$ cat src/interval_counter_pkg.sv
`default_nettype none
package interval_counter_pkg;
	// ----------------------------------------------------------------
	// register map
	// ----------------------------------------------------------------
	localparam logic [7:0] MODE_BASE = 8'h00;
	localparam logic [7:0] COUNT_BASE = 8'h10;
	localparam logic [7:0] CONFIG_OFFSET = 8'h20;
	localparam logic [7:0] STATUS_OFFSET = 8'h24;
	localparam logic [7:0] INT_MASK_OFFSET = 8'h28;
	localparam logic [7:0] OUT_STATE_OFFSET = 8'h2c;
	// ----------------------------------------------------------------
	// field layout and reset values
	// ----------------------------------------------------------------
	localparam int ROUTE_LSB = 0;
	localparam int GATE_LSB = 2;
	localparam int STAT_COUNTUP = 0;
	localparam int STAT_OVERRUN = 1;
	localparam logic [1:0] ROUTE_RESET = 2'h0;
	localparam logic [2:0] GATE_RESET = 3'h0;
	localparam logic [1:0] MASK_RESET = 2'h0;
	localparam logic [2:0] MODE_RESET = 3'h0;
	// ----------------------------------------------------------------
	// route selector values
	// ----------------------------------------------------------------
	localparam logic [1:0] ROUTE_CASCADE = 2'h0;
	localparam logic [1:0] ROUTE_EXT_FULL = 2'h1;
	localparam logic [1:0] ROUTE_EXT_GATE = 2'h2;
	// ----------------------------------------------------------------
	// counter modes
	// ----------------------------------------------------------------
	localparam logic [2:0] MODE_TC_EVENT = 3'h0;
	localparam logic [2:0] MODE_ONE_SHOT = 3'h1;
	localparam logic [2:0] MODE_RATE = 3'h2;
	localparam logic [2:0] MODE_SQUARE = 3'h3;
	// ----------------------------------------------------------------
	// timing: 4 MHz count clock from pclk by fractional accumulation
	// ----------------------------------------------------------------
	localparam int CLK_HZ = 125_000_000;
	localparam int TICK_HZ = 4_000_000;
	localparam logic [7:0] TICK_MOD = 8'(CLK_HZ / 1_000_000);
	localparam logic [7:0] TICK_STEP = 8'(TICK_HZ / 1_000_000);
endpackage
`default_nettype wire

$ cat src/counter_link_if.sv
`default_nettype none
interface counter_link_if;
	logic tick;
	logic gate;
	logic gate_rise;
	logic load;
	logic mode_wr;
	logic [15:0] wdata;
	logic out;
	logic tc;
	logic [15:0] count;
	modport ctl (output tick, gate, gate_rise, load, mode_wr, wdata,
		input out, tc, count);
	modport chan (input tick, gate, gate_rise, load, mode_wr, wdata,
		output out, tc, count);
endinterface
`default_nettype wire

$ cat src/cascaded_interval_counter.sv
// The APB register port and the placing of the registers were decided locally.
`default_nettype none
module cascaded_interval_counter
	import interval_counter_pkg::*;
(
	// clock and reset
	input wire logic pclk,
	input wire logic presetn,
	// apb slave
	input wire logic psel,
	input wire logic penable,
	input wire logic pwrite,
	input wire logic [7:0] paddr,
	input wire logic [31:0] pwdata,
	output logic [31:0] prdata,
	output logic pready,
	output logic pslverr,
	// external io connector
	input wire logic ext_clk,
	input wire logic ext_gate,
	output logic ext_out,
	// interrupt
	output logic irq
);
	// ----------------------------------------------------------------
	// state
	// ----------------------------------------------------------------
	typedef struct packed {
		logic [7:0] acc;
		logic tick4;
		logic [1:0] route;
		logic [2:0] gate_sw;
		logic [1:0] status;
		logic [1:0] mask;
		logic irq;
		logic [2:0] out_prev;
		logic [2:0] gate_prev;
		logic clk_s1;
		logic clk_s2;
		logic clk_s3;
		logic gate_s1;
		logic gate_s2;
		logic ext_out;
		logic pready;
		logic pslverr;
		logic [31:0] prdata;
	} top_state_type;

	top_state_type r_reg;
	top_state_type r_next;

	counter_link_if link[3] ();

	logic [2:0] ch_out;
	logic [2:0] ch_tc;
	logic [15:0] ch_count [3];
	logic [2:0] ch_tick;
	logic [2:0] ch_gate;
	logic [2:0] ch_load;
	logic [2:0] ch_mode_wr;
	logic wr_en;
	logic rd_en;
	logic ext_route;
	logic ext_clk_rise;

	// ----------------------------------------------------------------
	// address decode
	// ----------------------------------------------------------------
	function automatic logic [2:0] chan_hit(input logic [7:0] addr,
		input logic [7:0] base);
		logic [2:0] hit;
		hit = 3'h0;
		for (int i = 0; i < 3; i++)
			if (addr == base + 8'(4 * i))
				hit[i] = 1'b1;
		return hit;
	endfunction

	function automatic logic is_mapped(input logic [7:0] addr);
		logic m;
		m = (|chan_hit(addr, MODE_BASE)) || (|chan_hit(addr, COUNT_BASE));
		m = m || addr == CONFIG_OFFSET || addr == STATUS_OFFSET;
		m = m || addr == INT_MASK_OFFSET || addr == OUT_STATE_OFFSET;
		return m;
	endfunction

	assign wr_en = psel && penable && r_reg.pready && pwrite;
	assign rd_en = psel && penable && r_reg.pready && !pwrite;
	assign ch_load = wr_en ? chan_hit(paddr, COUNT_BASE) : 3'h0;
	assign ch_mode_wr = wr_en ? chan_hit(paddr, MODE_BASE) : 3'h0;

	// ----------------------------------------------------------------
	// routing of clocks and gates
	// ----------------------------------------------------------------
	assign ext_route = (r_reg.route == ROUTE_EXT_FULL) ||
		(r_reg.route == ROUTE_EXT_GATE);
	assign ext_clk_rise = r_reg.clk_s2 && !r_reg.clk_s3;

	always_comb
	begin
		ch_tick[0] = r_reg.tick4;
		ch_tick[2] = ch_out[1] && !r_reg.out_prev[1];
		if (r_reg.route == ROUTE_EXT_FULL)
			ch_tick[1] = ext_clk_rise;
		else
			ch_tick[1] = ch_out[0] && !r_reg.out_prev[0];
		ch_gate[0] = r_reg.gate_sw[0];
		if (ext_route)
			ch_gate[2:1] = {2{r_reg.gate_s2}};
		else
			ch_gate[2:1] = r_reg.gate_sw[2:1];
	end

	// ----------------------------------------------------------------
	// counter channels
	// ----------------------------------------------------------------
	generate
		for (genvar g = 0; g < 3; g++)
		begin : g_chan
			assign link[g].tick = ch_tick[g];
			assign link[g].gate = ch_gate[g];
			assign link[g].gate_rise = ch_gate[g] && !r_reg.gate_prev[g];
			assign link[g].load = ch_load[g];
			assign link[g].mode_wr = ch_mode_wr[g];
			assign link[g].wdata = pwdata[15:0];
			assign ch_out[g] = link[g].out;
			assign ch_tc[g] = link[g].tc;
			assign ch_count[g] = link[g].count;
			counter_channel u_chan (
				.pclk(pclk),
				.presetn(presetn),
				.link(link[g])
			);
		end
	endgenerate

	// ----------------------------------------------------------------
	// next state
	// ----------------------------------------------------------------
	always_comb
	begin
		logic [7:0] sum;
		logic [1:0] clr;
		logic [1:0] set;
		logic [2:0] rhit;
		sum = 8'h00;
		clr = 2'h0;
		set = 2'h0;
		rhit = 3'h0;
		r_next = r_reg;
		sum = r_reg.acc + TICK_STEP;
		if (sum >= TICK_MOD)
		begin
			r_next.acc = sum - TICK_MOD;
			r_next.tick4 = 1'b1;
		end
		else
		begin
			r_next.acc = sum;
			r_next.tick4 = 1'b0;
		end
		r_next.clk_s1 = ext_clk;
		r_next.clk_s2 = r_reg.clk_s1;
		r_next.clk_s3 = r_reg.clk_s2;
		r_next.gate_s1 = ext_gate;
		r_next.gate_s2 = r_reg.gate_s1;
		r_next.out_prev = ch_out;
		r_next.gate_prev = ch_gate;
		r_next.ext_out = ext_route ? ch_out[2] : 1'b0;
		if (wr_en && paddr == CONFIG_OFFSET)
		begin
			r_next.route = pwdata[ROUTE_LSB +: 2];
			r_next.gate_sw = pwdata[GATE_LSB +: 3];
		end
		if (wr_en && paddr == INT_MASK_OFFSET)
			r_next.mask = pwdata[1:0];
		if (rd_en && paddr == STATUS_OFFSET)
			clr = 2'h3;
		set[STAT_COUNTUP] = ch_tc[2];
		set[STAT_OVERRUN] = ch_tc[2] && r_reg.status[STAT_COUNTUP] &&
			!clr[STAT_COUNTUP];
		r_next.status = (r_reg.status & ~clr) | set;
		r_next.irq = |(r_reg.status & r_reg.mask);
		// apb: answer in the first access cycle
		r_next.pready = psel && !penable;
		r_next.pslverr = 1'b0;
		r_next.prdata = 32'h0000_0000;
		if (psel && !penable)
		begin
			r_next.pslverr = !is_mapped(paddr);
			rhit = chan_hit(paddr, COUNT_BASE);
			for (int i = 0; i < 3; i++)
				if (rhit[i])
					r_next.prdata = {16'h0000, ch_count[i]};
			case (paddr)
			CONFIG_OFFSET:
				r_next.prdata = {27'h0, r_reg.gate_sw, r_reg.route};
			STATUS_OFFSET:
				r_next.prdata = {30'h0, r_reg.status | set};
			INT_MASK_OFFSET:
				r_next.prdata = {30'h0, r_reg.mask};
			OUT_STATE_OFFSET:
				r_next.prdata = {29'h0, ch_out};
			default:
				r_next.prdata = r_next.prdata;
			endcase
		end
	end

	always_ff @(posedge pclk or negedge presetn)
	begin
		if (!presetn)
			r_reg <= '{acc: 8'h00, tick4: 1'b0, route: ROUTE_RESET,
				gate_sw: GATE_RESET, status: 2'h0, mask: MASK_RESET,
				irq: 1'b0, out_prev: 3'h0, gate_prev: 3'h0, clk_s1: 1'b0,
				clk_s2: 1'b0, clk_s3: 1'b0, gate_s1: 1'b0, gate_s2: 1'b0,
				ext_out: 1'b0, pready: 1'b0, pslverr: 1'b0,
				prdata: 32'h0000_0000};
		else
			r_reg <= r_next;
	end

	assign prdata = r_reg.prdata;
	assign pready = r_reg.pready;
	assign pslverr = r_reg.pslverr;
	assign ext_out = r_reg.ext_out;
	assign irq = r_reg.irq;
endmodule // cascaded_interval_counter
`default_nettype wire

$ cat src/counter_channel.sv
`default_nettype none
module counter_channel
	import interval_counter_pkg::*;
(
	// clock and reset
	input wire logic pclk,
	input wire logic presetn,
	// control side
	counter_link_if.chan link
);
	typedef struct packed {
		logic [15:0] count;
		logic [15:0] reload;
		logic [2:0] mode;
		logic pending;
		logic armed;
		logic running;
		logic trig;
		logic out;
		logic tc;
	} chan_state_type;

	chan_state_type r_reg;
	chan_state_type r_next;
	logic start;

	always_comb
	begin
		r_next = r_reg;
		r_next.tc = 1'b0;
		start = r_reg.trig | link.gate_rise;
		if (link.mode_wr)
		begin
			r_next.mode = link.wdata[2:0];
			r_next.pending = 1'b0;
			r_next.running = 1'b0;
			r_next.trig = 1'b0;
			r_next.out = (link.wdata[2:0] != MODE_TC_EVENT);
		end
		else if (link.load)
		begin
			r_next.reload = link.wdata;
			r_next.pending = 1'b1;
			r_next.armed = 1'b1;
			if (r_reg.mode == MODE_TC_EVENT)
				r_next.out = 1'b0;
		end
		else
		begin
			if (link.gate_rise)
				r_next.trig = 1'b1;
			if (link.tick)
			begin
				case (r_reg.mode)
				MODE_TC_EVENT:
					if (r_reg.pending)
					begin
						r_next.count = r_reg.reload;
						r_next.pending = 1'b0;
						r_next.running = 1'b1;
					end
					else if (link.gate && r_reg.running)
					begin
						r_next.count = r_reg.count - 16'h0001;
						if (r_reg.count == 16'h0001)
						begin
							r_next.out = 1'b1;
							r_next.running = 1'b0;
							r_next.tc = 1'b1;
						end
					end
				MODE_ONE_SHOT:
					if (start && r_reg.armed)
					begin
						r_next.count = r_reg.reload;
						r_next.out = 1'b0;
						r_next.running = 1'b1;
						r_next.trig = 1'b0;
					end
					else if (r_reg.running)
					begin
						r_next.count = r_reg.count - 16'h0001;
						if (r_reg.count == 16'h0001)
						begin
							r_next.out = 1'b1;
							r_next.running = 1'b0;
							r_next.tc = 1'b1;
						end
					end
				MODE_RATE:
					if (r_reg.pending || (start && r_reg.armed))
					begin
						r_next.count = r_reg.reload;
						r_next.pending = 1'b0;
						r_next.trig = 1'b0;
						r_next.running = 1'b1;
						r_next.out = 1'b1;
					end
					else if (link.gate && r_reg.running)
					begin
						if (r_reg.count == 16'h0001)
						begin
							r_next.count = r_reg.reload;
							r_next.out = 1'b1;
						end
						else
						begin
							r_next.count = r_reg.count - 16'h0001;
							if (r_reg.count == 16'h0002)
							begin
								r_next.out = 1'b0;
								r_next.tc = 1'b1;
							end
						end
					end
				MODE_SQUARE:
					if (r_reg.pending || (start && r_reg.armed))
					begin
						r_next.count = r_reg.reload;
						r_next.pending = 1'b0;
						r_next.trig = 1'b0;
						r_next.running = 1'b1;
						r_next.out = 1'b1;
					end
					else if (link.gate && r_reg.running)
					begin
						if (r_reg.count <= 16'h0002)
						begin
							r_next.count = r_reg.reload;
							r_next.out = ~r_reg.out;
							r_next.tc = r_reg.out;
						end
						else
							r_next.count = r_reg.count - 16'h0002;
					end
				default:
					r_next.running = 1'b0;
				endcase
			end
			// periodic modes hold their output high while gated off
			if (!link.gate && (r_reg.mode == MODE_RATE ||
				r_reg.mode == MODE_SQUARE))
				r_next.out = 1'b1;
		end
	end

	always_ff @(posedge pclk or negedge presetn)
	begin
		if (!presetn)
			r_reg <= '{count: 16'h0000, reload: 16'h0000, mode: MODE_RESET,
				pending: 1'b0, armed: 1'b0, running: 1'b0, trig: 1'b0,
				out: 1'b0, tc: 1'b0};
		else
			r_reg <= r_next;
	end

	assign link.out = r_reg.out;
	assign link.tc = r_reg.tc;
	assign link.count = r_reg.count;
endmodule // counter_channel
`default_nettype wire

$ cat config.mk
export PLATFORM = sky130hd
export DESIGN_NAME = cascaded_interval_counter
export DESIGN_NICKNAME = d
export VERILOG_FILES = /design/src/interval_counter_pkg.sv /design/src/counter_link_if.sv /design/src/cascaded_interval_counter.sv /design/src/counter_channel.sv
export SDC_FILE = /design/constraint.sdc
export NUM_CORES = 1
export LEC_CHECK = 0
export BUFFER_PORTS_ARGS = -buffer_cell sky130_fd_sc_hd__buf_2
export CAP_MARGIN = 10
export CORE_AREA = 2 2 172 174
export CTS_CLUSTER_SIZE = 10
export DETAILED_ROUTE_END_ITERATION = 10
export DIE_AREA = 0 0 174 176
export PLACE_DENSITY_LB_ADDON = 0.3
export SETUP_SLACK_MARGIN = 0.5
export SLEW_MARGIN = 20
export SYNTH_ARGS = -nofsm -noshare
export SYNTH_HDL_FRONTEND = slang
export SYNTH_HIERARCHICAL = 1
export SYNTH_SLANG_ARGS = --single-unit
$ cat constraint.sdc
create_clock -name pclk -period 4.2 [get_ports pclk]
set_input_delay 0 -clock pclk [delete_from_list [all_inputs] [get_ports pclk]]
set_output_delay 0 -clock pclk [all_outputs]
set_load 0.1 [all_outputs]
# Word level (Yosys, flattened, before mapping)
# Cells that the tools add are included.
[word_totals]
ff_bits = 185
output_inout_bits = 36
[classes]
n_mux = 176
n_bitwise = 17
add_sub_neg = 8
eq_ne = 77
reduce_logical = 94
magnitude_cmp = 4
[ops]
columns = ["cell", "n"]
rows = [
  ["16-bit two-way mux", 31],
  ["16-bit one-hot mux with 4 select lines", 3],
  ["32-bit one-hot mux with 4 select lines", 1],
  ["1-bit two-way mux", 85],
  ["2-bit two-way mux", 32],
  ["32-bit two-way mux", 2],
  ["6-bit by 4-bit != test with 1-bit output, second input constant", 9],
  ["16-bit by 1-bit == test with 1-bit output, second input constant", 3],
  ["16-bit by 2-bit == test with 1-bit output, second input constant", 3],
  ["16-bit by 2-bit less-or-equal comparator with 1-bit output, second input constant", 3],
  ["16-bit by 1-bit subtractor with 16-bit output, second input constant", 3],
  ["16-bit by 2-bit subtractor with 16-bit output, second input constant", 3],
  ["3-bit by 1-bit != test with 1-bit output, second input constant", 15],
  ["4-bit nonzero test", 9],
  ["33-bit two-way mux", 1],
  ["8-bit by 6-bit == test with 1-bit output, second input constant", 4],
  ["5-bit != test, second input constant", 6],
  ["10-bit AND reduction", 3],
  ["1-bit logical AND", 25],
  ["8-bit by 5-bit == test with 1-bit output, second input constant", 3],
  ["4-bit by 3-bit != test with 1-bit output, second input constant", 6],
  ["2-bit one-hot mux with 4 select lines", 3],
  ["8-bit AND reduction", 3],
  ["7-bit by 4-bit != test with 1-bit output, second input constant", 3],
  ["35 further kinds", 117],
]

# Depth between registers and ports, before layout
# Gate-level depths: netlist of the first run.
[depth]
ltp_word = 13
ltp_mapped = 12
depth_no_buf = 10

# Cells and area by module
# The synthesis of the first run kept the hierarchy.
[modules_own_cells]
columns = ["module", "n_inst", "area_each_um2", "cells_each", "seq_area_each_um2"]
rows = [
  ["counter_channel at g_chan[1].u_chan", 1, 3245.6, 371, 1026.0],
  ["counter_channel at g_chan[2].u_chan", 1, 3149.3, 364, 1026.0],
  ["counter_channel at g_chan[0].u_chan", 1, 3113.0, 361, 1026.0],
  ["cascaded_interval_counter", 1, 2733.9, 296, 1201.2],
]

# Worst setup path before layout of the first run
# OpenSTA, ideal clock, no wires.
[synth_timing]
path_type = "register to register"
start = "reg r_reg, in the netlist pready"
end = "reg g_chan[1].u_chan/r_reg[14] (netlist bit)"
path_slack_ps = 1184
t_arrival_ps = 2892
setup_ps = 125
required_time_ps = 4075
path_stages_with_launch = 10
cell_sequence = "dfrtp_1 nand3_1 nor2_1 nand2_1 nor2_1 clkbuf_1 inv_1 nor2_1 clkbuf_1 mux2_2"
[synth_lines]
columns = ["item", "line_no", "source"]
rows = [
  ["start: declaration", "cascaded_interval_counter.sv:49", "top_state_type r_reg;"],
  ["start signal: assignment", "cascaded_interval_counter.sv:213", "r_reg <= '{acc: 8'h00, tick4: 1'b0, route: ROUTE_RESET,"],
  ["start signal: assignment", "cascaded_interval_counter.sv:220", "r_reg <= r_next;"],
  ["1-bit logical AND (2 in a row)", "cascaded_interval_counter.sv:87", "assign wr_en = psel && penable && r_reg.pready && pwrite;"],
  ["3-bit two-way mux", "cascaded_interval_counter.sv:89", "assign ch_load = wr_en ? chan_hit(paddr, COUNT_BASE) : 3'h0;"],
  ["net ch_load[1]", "cascaded_interval_counter.sv:59", "logic [2:0] ch_load;"],
  ["2-bit AND reduction (no source line)", "--", ""],
  ["end signal: assignment", "counter_channel.sv:150", "r_reg <= '{count: 16'h0000, reload: 16'h0000, mode: MODE_RESET,"],
  ["end signal: assignment", "counter_channel.sv:154", "r_reg <= r_next;"],
  ["end: declaration", "counter_channel.sv:23", "chan_state_type r_reg;"],
]
# The timed path passes the listed nets, and every way through them passes these cells.
# A chain may end at the register's enable or synchronous reset.

==> results of run 1 <==
## final cells by class
| cell class | instances | area [um^2] | area share |
|---|---|---|---|
| Timing Repair Buffer | 95 | 654 | 0.0505 |
| Clock inverter | 11 | 159 | 0.0123 |
| Sequential cell | 169 | 4230 | 0.326 |
| Clock buffer | 21 | 460 | 0.0355 |
| Tap cell | 384 | 480 | 0.0371 |
| Inverter | 45 | 169 | 0.0130 |
| Multi-Input combinational cell | 1021 | 6820 | 0.526 |
## metrics by stage
stage               hold WS [ps]  power [mW]
floorplan                   -296        1.91
finish                      35.6        3.68
global route                37.5        3.81
CTS                         13.6        3.71
detailed placement           110        2.01
global placement             110        2.00
## repair_timing
item	4_1_cts	5_1_grt
hold endpoints to repair	153	0
hold buffers	24	0
endpoints found under the setup margin	0	0
## routing by layer
layer | vias to the layer above | share of wire | wire length, um | GRT usage
li1 | 4914 | - | - | -
met1 | 5152 | 0.45 | 15700 | 0.312
met2 | 395 | 0.47 | 16200 | 0.366
met3 | 51 | 0.057 | 1960 | 0.0291
met4 | 0 | 0.021 | 714 | 0.0658
met5 | - | 0 | 0 | 0
## power groups by stage
stage | combinational [mW] | sequential, mW | clock, mW
6_report | 0.328 | 1.67 | 1.69
5_1_grt | 0.357 | 1.67 | 1.78
4_1_cts | 0.328 | 1.66 | 1.72
3_5_place_dp | 0.311 | 1.70 | 0
3_3_place_gp | 0.307 | 1.70 | 0
2_1_floorplan | 0.216 | 1.69 | 0
## worst min-delay path by stage
stage	start	endpoint	slack [ps]	cells past startpoint
floorplan	presetn	ch_gate[0]	-300	0
global placement	ext_gate	r_next[35]	110	1
detailed placement	ext_gate	r_next[35]	110	1
CTS	paddr[6]	r_reg[49]	10	4
global route	pwdata[1]	g_chan[1].u_chan/r_reg[7]	40	2
finish	pwdata[1]	g_chan[1].u_chan/r_reg[7]	40	2
## cells in the final DEF, fill, tap and decap left out, types with 18 or more instances in the layout
cell type / count
sky130_fd_sc_hd__dfrtp_1: 169
sky130_fd_sc_hd__mux2_2: 64
sky130_fd_sc_hd__dlygate4sd3_1: 24
sky130_fd_sc_hd__o22ai_1: 18
sky130_fd_sc_hd__nand3_1: 33
sky130_fd_sc_hd__a31oi_1: 22
sky130_fd_sc_hd__nor3_1: 53
sky130_fd_sc_hd__o21ai_1: 23
sky130_fd_sc_hd__nand2b_1: 28
sky130_fd_sc_hd__inv_1: 45
sky130_fd_sc_hd__o21ai_0: 102
sky130_fd_sc_hd__buf_4: 21
sky130_fd_sc_hd__a21oi_1: 86
sky130_fd_sc_hd__nor2_1: 115
sky130_fd_sc_hd__nand2_1: 72
sky130_fd_sc_hd__xnor2_1: 24
sky130_fd_sc_hd__buf_2: 49
sky130_fd_sc_hd__o211ai_1: 18
sky130_fd_sc_hd__ha_1: 20
==> flow_metrics.py, run 1 <==
metrics = {
    "pwr": {
        "clockPowerShare": 0.459,
        "cell_internal_pwr_mw": 2.72,
        "share_comb_of_total_power": 0.089,
        "p_sw_frac": 0.263,
        "power.sequential.fraction": 0.452,
        "leakagePower_nw": 5.55,
        "power.density_nw_per_um2": 284,
        "worst_supply_voltage_drop_on_vdd_v": 0.000266,
        "p_switching_mw": 0.968,
    },
    "placement": {
        "cell_area_after_placement_um2": 12100,
        "place_inst": 1690,
        "hpwlAfterDp_um": 24500,
        "port_buffers": 50,
        "dp_slack_ps": 980,
        "place.gp.congestion": 0.937,
    },
    "timing": {
        "slew_viol_final": 0,
        "slew_headroom": 0.329,
        "timing.final.setup_violations": 0,
        "hold_viol": 0,
        "fmax_ghz": 0.307,
        "skew_ps": 14.5,
        "final.setup.tns_ps": 0,
        "grt_setup_unrepaired": "no",
        "final_critical_path_setup_slack_ps": 945,
        "max_slew.worst_pin.slew_ps": 1010,
        "timing.final.crit_share": 0.775,
        "time_the_final_worst_path_needs_with_i_o_delays_and_setup_ps": 3250,
    },
    "route": {
        "route.detailed.wl_per_inst_um": 19.8,
        "drt-total-wl_um": 34600,
        "detailedRoute.firstPassIterationCount": 5,
        "route.detailed.vias_per_inst": 6.02,
        "postRouteAntennaNets": 0,
        "dr.first_iter.drc_count": 932,
        "count_of_vias_placed_by_the_detailed_router": 10512,
        "drt_drc_violations_left": 0,
    },
    "clock_tree": {
        "cts.clk_slew.worst_paths_ps": 70,
        "cts_htree_levels": 4,
        "cts.sink_count": 169,
        "clk_latency_ps": 430,
        "clockRootBuffer": "sky130_fd_sc_hd__clkbuf_16",
        "ctsResizeCount": 0,
        "clockBufferDepth": 2,
        "cts_made_buffers": 17,
        "buffer_count_from_post_cts_setup_fixing": 0,
        "clock_tree_from_tritoncts": "done",
    },
    "final_layout": {
        "area.growth.synth_to_final_pct": 6.98,
        "fillerInstances": 2816,
        "stdcell_count": 1746,
        "fraction_of_final_layout_cells_sized_beyond_drive_strength_1": 0.166,
        "finish.instance_area_um2": 13000,
        "final_core_utilization": 0.454,
        "nets_final": 1416,
        "diodes": 0,
        "largest_reg_flops": 69,
    },
    "critical_path": {
        "worstSetupEndpoint": "g_chan[2].u_chan/link.count[15]",
        "worstSetupPathType": "reg -> reg",
        "critPathMaxStageDelay_ps": 720,
        "cp.buffers_inverters": 0,
        "worst_setup_path_startpoint": "r_reg[54]",
        "cpMaxStageDelayCell": "sky130_fd_sc_hd__nor3_2",
        "worst_r2r_start": "r_reg[54]",
        "worstPathCellList": "ha_1, nand2b_1, a21oi_1, o21a_1, nor3_1, a21o_1, nor3_2, a21oi_1, a32oi_1",
        "rrSetupSlack_ps": 950,
        "ff2ff_path_depth": 9,
        "crit_path_max_fanout": 11,
        "timing.critical_path.from_type": "register",
        "destination_of_the_worst_register_to_register_timing_path": "g_chan[2].u_chan/link.count[15]",
        "critical-path-top-cell-by-count": "sky130_fd_sc_hd__a21oi_1",
        "end_kind": "register",
        "crit_required_ps": 4550,
        "cp_data_arrival_time_ps": 3600,
        "cpLargestDelayFamily": "compound AO/OA/AOI/OAI gates",
        "crit_cells": 9,
    },
    "logic_synthesis": {
        "synth.avg_cell_area_um2": 8.79,
        "post_synth_instance_area_um2": 12100,
        "synthCells": 1379,
        "ys_warn_count": 6,
    },
    "global_route": {
        "grt_start_max_net_pins": 104,
        "grt_first_pass_wirelength_um": 54900,
        "grt_pass1_vias": 9828,
        "initial_antenna_violation_count": 0,
        "globalRoute.totalOverflow": 0,
        "global_route.usage.total": 0.224,
    },
    "hold_path": {
        "hp-class": "in -> reg",
    },
    "run": {
        "timing.max_cap.violations": 0,
    },
    "floorplanning": {
        "die_width_um": 174,
        "num_io_pins": 83,
        "initial_utilization": 0.425,
        "die_y_um": 176,
        "core_area_um2": 28500,
        "fp.dieArea_um2": 30600,
        "core.rowCount": 62,
    },
    "status": {
        "status": "complete, no violations",
    },
}
Note: power is estimated with default switching activity, not from simulation.
==> run 2: changes to the inputs <==
--- a/config.mk
+++ b/config.mk
@@ -5,12 +5,13 @@
 export SDC_FILE = /design/constraint.sdc
 export NUM_CORES = 1
 export LEC_CHECK = 0
+export ABC_AREA = 1
 export BUFFER_PORTS_ARGS = -buffer_cell sky130_fd_sc_hd__buf_2
 export CAP_MARGIN = 10
-export CORE_AREA = 2 2 172 174
+export CORE_AREA = 2 2 183 185
 export CTS_CLUSTER_SIZE = 10
 export DETAILED_ROUTE_END_ITERATION = 10
-export DIE_AREA = 0 0 174 176
+export DIE_AREA = 0 0 185 187
 export PLACE_DENSITY_LB_ADDON = 0.3
 export SETUP_SLACK_MARGIN = 0.5
 export SLEW_MARGIN = 20
==> constraint.sdc (replaced) <==
create_clock -name pclk -period 2.88 [get_ports pclk]
set_input_delay 0 -clock pclk [delete_from_list [all_inputs] [get_ports pclk]]
set_output_delay 0 -clock pclk [all_outputs]
set_load 0.1 [all_outputs]
==> flow_metrics.py, run 2 <==
metrics = {
    "status": {
        "status": "complete, no violations",
    },
    "global_route": {
        "initial_antenna_violation_count": 0,
        "grt_pass1_vias": 12767,
        "grt_start_max_net_pins": 83,
        "globalRoute.totalOverflow": 0,
        "grt_first_pass_wirelength_um": 68800,
        "global_route.usage.total": 0.255,
    },
    "floorplanning": {
        "core.rowCount": 67,
        "die_width_um": 185,
        "fp.dieArea_um2": 34600,
        "initial_utilization": 0.417,
        "die_y_um": 187,
        "num_io_pins": 83,
        "core_area_um2": 32900,
    },
    "pwr": {
        "p_sw_frac": 0.311,
        "leakagePower_nw": 7.84,
        "cell_internal_pwr_mw": 3.76,
        "p_switching_mw": 1.70,
        "power.density_nw_per_um2": 355,
        "worst_supply_voltage_drop_on_vdd_v": 0.000445,
        "power.sequential.fraction": 0.454,
        "share_comb_of_total_power": 0.111,
        "clockPowerShare": 0.435,
    },
    "clock_tree": {
        "clockBufferDepth": 2,
        "clk_latency_ps": 470,
        "cts.sink_count": 169,
        "clock_tree_from_tritoncts": "done",
        "cts.clk_slew.worst_paths_ps": 80,
        "cts_made_buffers": 17,
        "cts_htree_levels": 4,
        "clockRootBuffer": "sky130_fd_sc_hd__clkbuf_16",
    },
    "critical_path": {
        "cpLargestDelayFamily": "simple AND/OR/NAND/NOR gates",
        "critical-path-top-cell-by-count": "sky130_fd_sc_hd__nand2_4",
        "cpMaxStageDelayCell": "sky130_fd_sc_hd__dfrtp_2",
        "worst_r2r_start": "r_reg[54]",
        "crit_required_ps": 3240,
        "critPathMaxStageDelay_ps": 430,
        "cp_data_arrival_time_ps": 2770,
        "rrSetupSlack_ps": 470,
        "worstPathCellList": "ha_4, nor2_4, a211oi_2, inv_2, nand2_2, nand2_4, nand2_4, inv_8, nand3_2, nand4_1, buf_6, a21oi_1, nand3_1, nand2_1, inv_1",
        "ff2ff_path_depth": 15,
        "crit_path_max_fanout": 6,
        "destination_of_the_worst_register_to_register_timing_path": "g_chan[1].u_chan/link.count[3]",
        "worstSetupPathType": "reg -> reg",
        "worst_setup_path_startpoint": "r_reg[54]",
        "end_kind": "register",
        "timing.critical_path.from_type": "register",
        "worstSetupEndpoint": "g_chan[1].u_chan/link.count[3]",
        "crit_cells": 15,
        "cp.buffers_inverters": 4,
    },
    "final_layout": {
        "largest_reg_flops": 69,
        "fillerInstances": 3466,
        "layout_common_cells": "sky130_fd_sc_hd__nand2_1, sky130_fd_sc_hd__inv_1, sky130_fd_sc_hd__nand3_1",
        "nets_final": 2244,
        "final-seq-area_um2": 4230,
        "finish.instance_area_um2": 15400,
        "layout.cells.most_common": "sky130_fd_sc_hd__nand2_1",
        "area.growth.synth_to_final_pct": 12.1,
        "multiInputGateArea_um2": 7780,
        "fraction_of_final_layout_cells_sized_beyond_drive_strength_1": 0.144,
        "diodes": 0,
        "stdcell_count": 2638,
    },
    "timing": {
        "timing.final.setup_violations": 0,
        "slew_headroom": 0.520,
        "max_slew.worst_pin.slew_ps": 720,
        "slew_viol_final": 0,
        "fmax_ghz": 0.415,
        "final.setup.tns_ps": 0,
        "skew_ps": 19.4,
        "time_the_final_worst_path_needs_with_i_o_delays_and_setup_ps": 2410,
        "timing.final.crit_share": 0.837,
        "hold_viol": 0,
        "grt_setup_unrepaired": "yes",
    },
    "placement": {
        "place.gp.congestion": 0.930,
        "port_buffers": 50,
        "hpwlAfterDp_um": 31600,
        "cell_area_after_placement_um2": 14000,
        "place_inst": 2558,
    },
    "route": {
        "drt-total-wl_um": 44200,
        "count_of_vias_placed_by_the_detailed_router": 13659,
        "detailedRoute.firstPassIterationCount": 5,
        "route.detailed.vias_per_inst": 5.18,
        "route.detailed.wl_per_inst_um": 16.8,
        "postRouteAntennaNets": 0,
        "drt_drc_violations_left": 0,
        "dr.first_iter.drc_count": 1121,
    },
    "hold_path": {
        "hp-class": "in -> reg",
    },
    "logic_synthesis": {
        "synth.avg_cell_area_um2": 6.43,
        "post_synth_instance_area_um2": 13700,
        "synthCells": 2132,
        "ys_warn_count": 6,
    },
    "run": {
        "timing.max_cap.violations": 0,
    },
}
run 2: cell types whose count changed in the layout (fill, tap and decap cells not counted), sizes merged, moves of 28 or more:
cell,previous run,this run
buf,71,104
inv,50,308
mux2,66,0
nand2,72,772
nand2b,28,0
nand3,33,193
nor2,116,224
nor3,55,9
run 2: how the worst min path moves through the flow:
| stage | start | endpoint | slack, ps | cells past startpoint |
|---|---|---|---|---|
| 2_1_floorplan | presetn | ch_gate[0] | -300 | 0 |
| 3_3_place_gp | ext_clk | r_next[38] | 110 | 1 |
| 3_5_place_dp | presetn | r_reg[63] | 120 | 1 |
| 4_1_cts | paddr[2] | prdata[3] | 40 | 6 |
| 5_1_grt | paddr[2] | prdata[3] | 70 | 6 |
| 6_report | paddr[2] | prdata[3] | 50 | 6 |
run 2: final cells by class:
| class | count | share of cell area |
|---|---|---|
| Sequential cell | 169 | 0.276 |
| Tap cell | 448 | 0.0365 |
| Timing Repair Buffer | 131 | 0.0684 |
| Clock buffer | 18 | 0.0286 |
| Clock inverter | 14 | 0.00985 |
| Inverter | 302 | 0.0748 |
| Multi-Input combinational cell | 1556 | 0.506 |
run 2: worst register-to-register path: stages, from the launching register on:
cell	delay [ps]
sky130_fd_sc_hd__dfrtp_2	430
sky130_fd_sc_hd__ha_4	320
sky130_fd_sc_hd__nor2_4	50
sky130_fd_sc_hd__a211oi_2	220
sky130_fd_sc_hd__inv_2	90
sky130_fd_sc_hd__nand2_2	110
sky130_fd_sc_hd__nand2_4	80
sky130_fd_sc_hd__nand2_4	130
sky130_fd_sc_hd__inv_8	50
sky130_fd_sc_hd__nand3_2	60
sky130_fd_sc_hd__nand4_1	220
sky130_fd_sc_hd__buf_6	250
sky130_fd_sc_hd__a21oi_1	120
sky130_fd_sc_hd__nand3_1	90
sky130_fd_sc_hd__nand2_1	70
sky130_fd_sc_hd__inv_1	40
run 2: timing repair:
action	CTS	global route
buffers inserted	5	12
cloned	1	7
hold buffers	23	0
endpoints found under the setup margin	57	64
resized for setup	15	46
endpoints found under the hold margin	139	0
pin swaps	2	12
run 2: metal layers:
| metal | track usage | vias up | wire [um] |
|---|---|---|---|
| li1 | - | 6678 | - |
| met1 | 0.354 | 6355 | 19700 |
| met2 | 0.403 | 535 | 20100 |
| met3 | 0.0378 | 91 | 3060 |
| met4 | 0.0916 | 0 | 1360 |
| met5 | 0 | - | 0 |
run 2: per-stage QoR:
step                hold WS (ps)  power [mW]  worst slack (ps)  utilization
global route                72.3        5.64               364        0.468
finish                      49.9        5.46               469        0.468
global placement             111        3.08               274        0.427
floorplan                   -296        2.85               579            -
CTS                         42.5        5.48               517        0.456
detailed placement           117        3.08               226        0.427
run 2: power by group through the flow:
stage	logic [mW]	clock network, mW	registers (mW)
2_1_floorplan	0.343	0	2.51
3_3_place_gp	0.560	0	2.52
3_5_place_dp	0.562	0	2.52
4_1_cts	0.590	2.42	2.47
5_1_grt	0.663	2.49	2.48
6_report	0.607	2.37	2.48
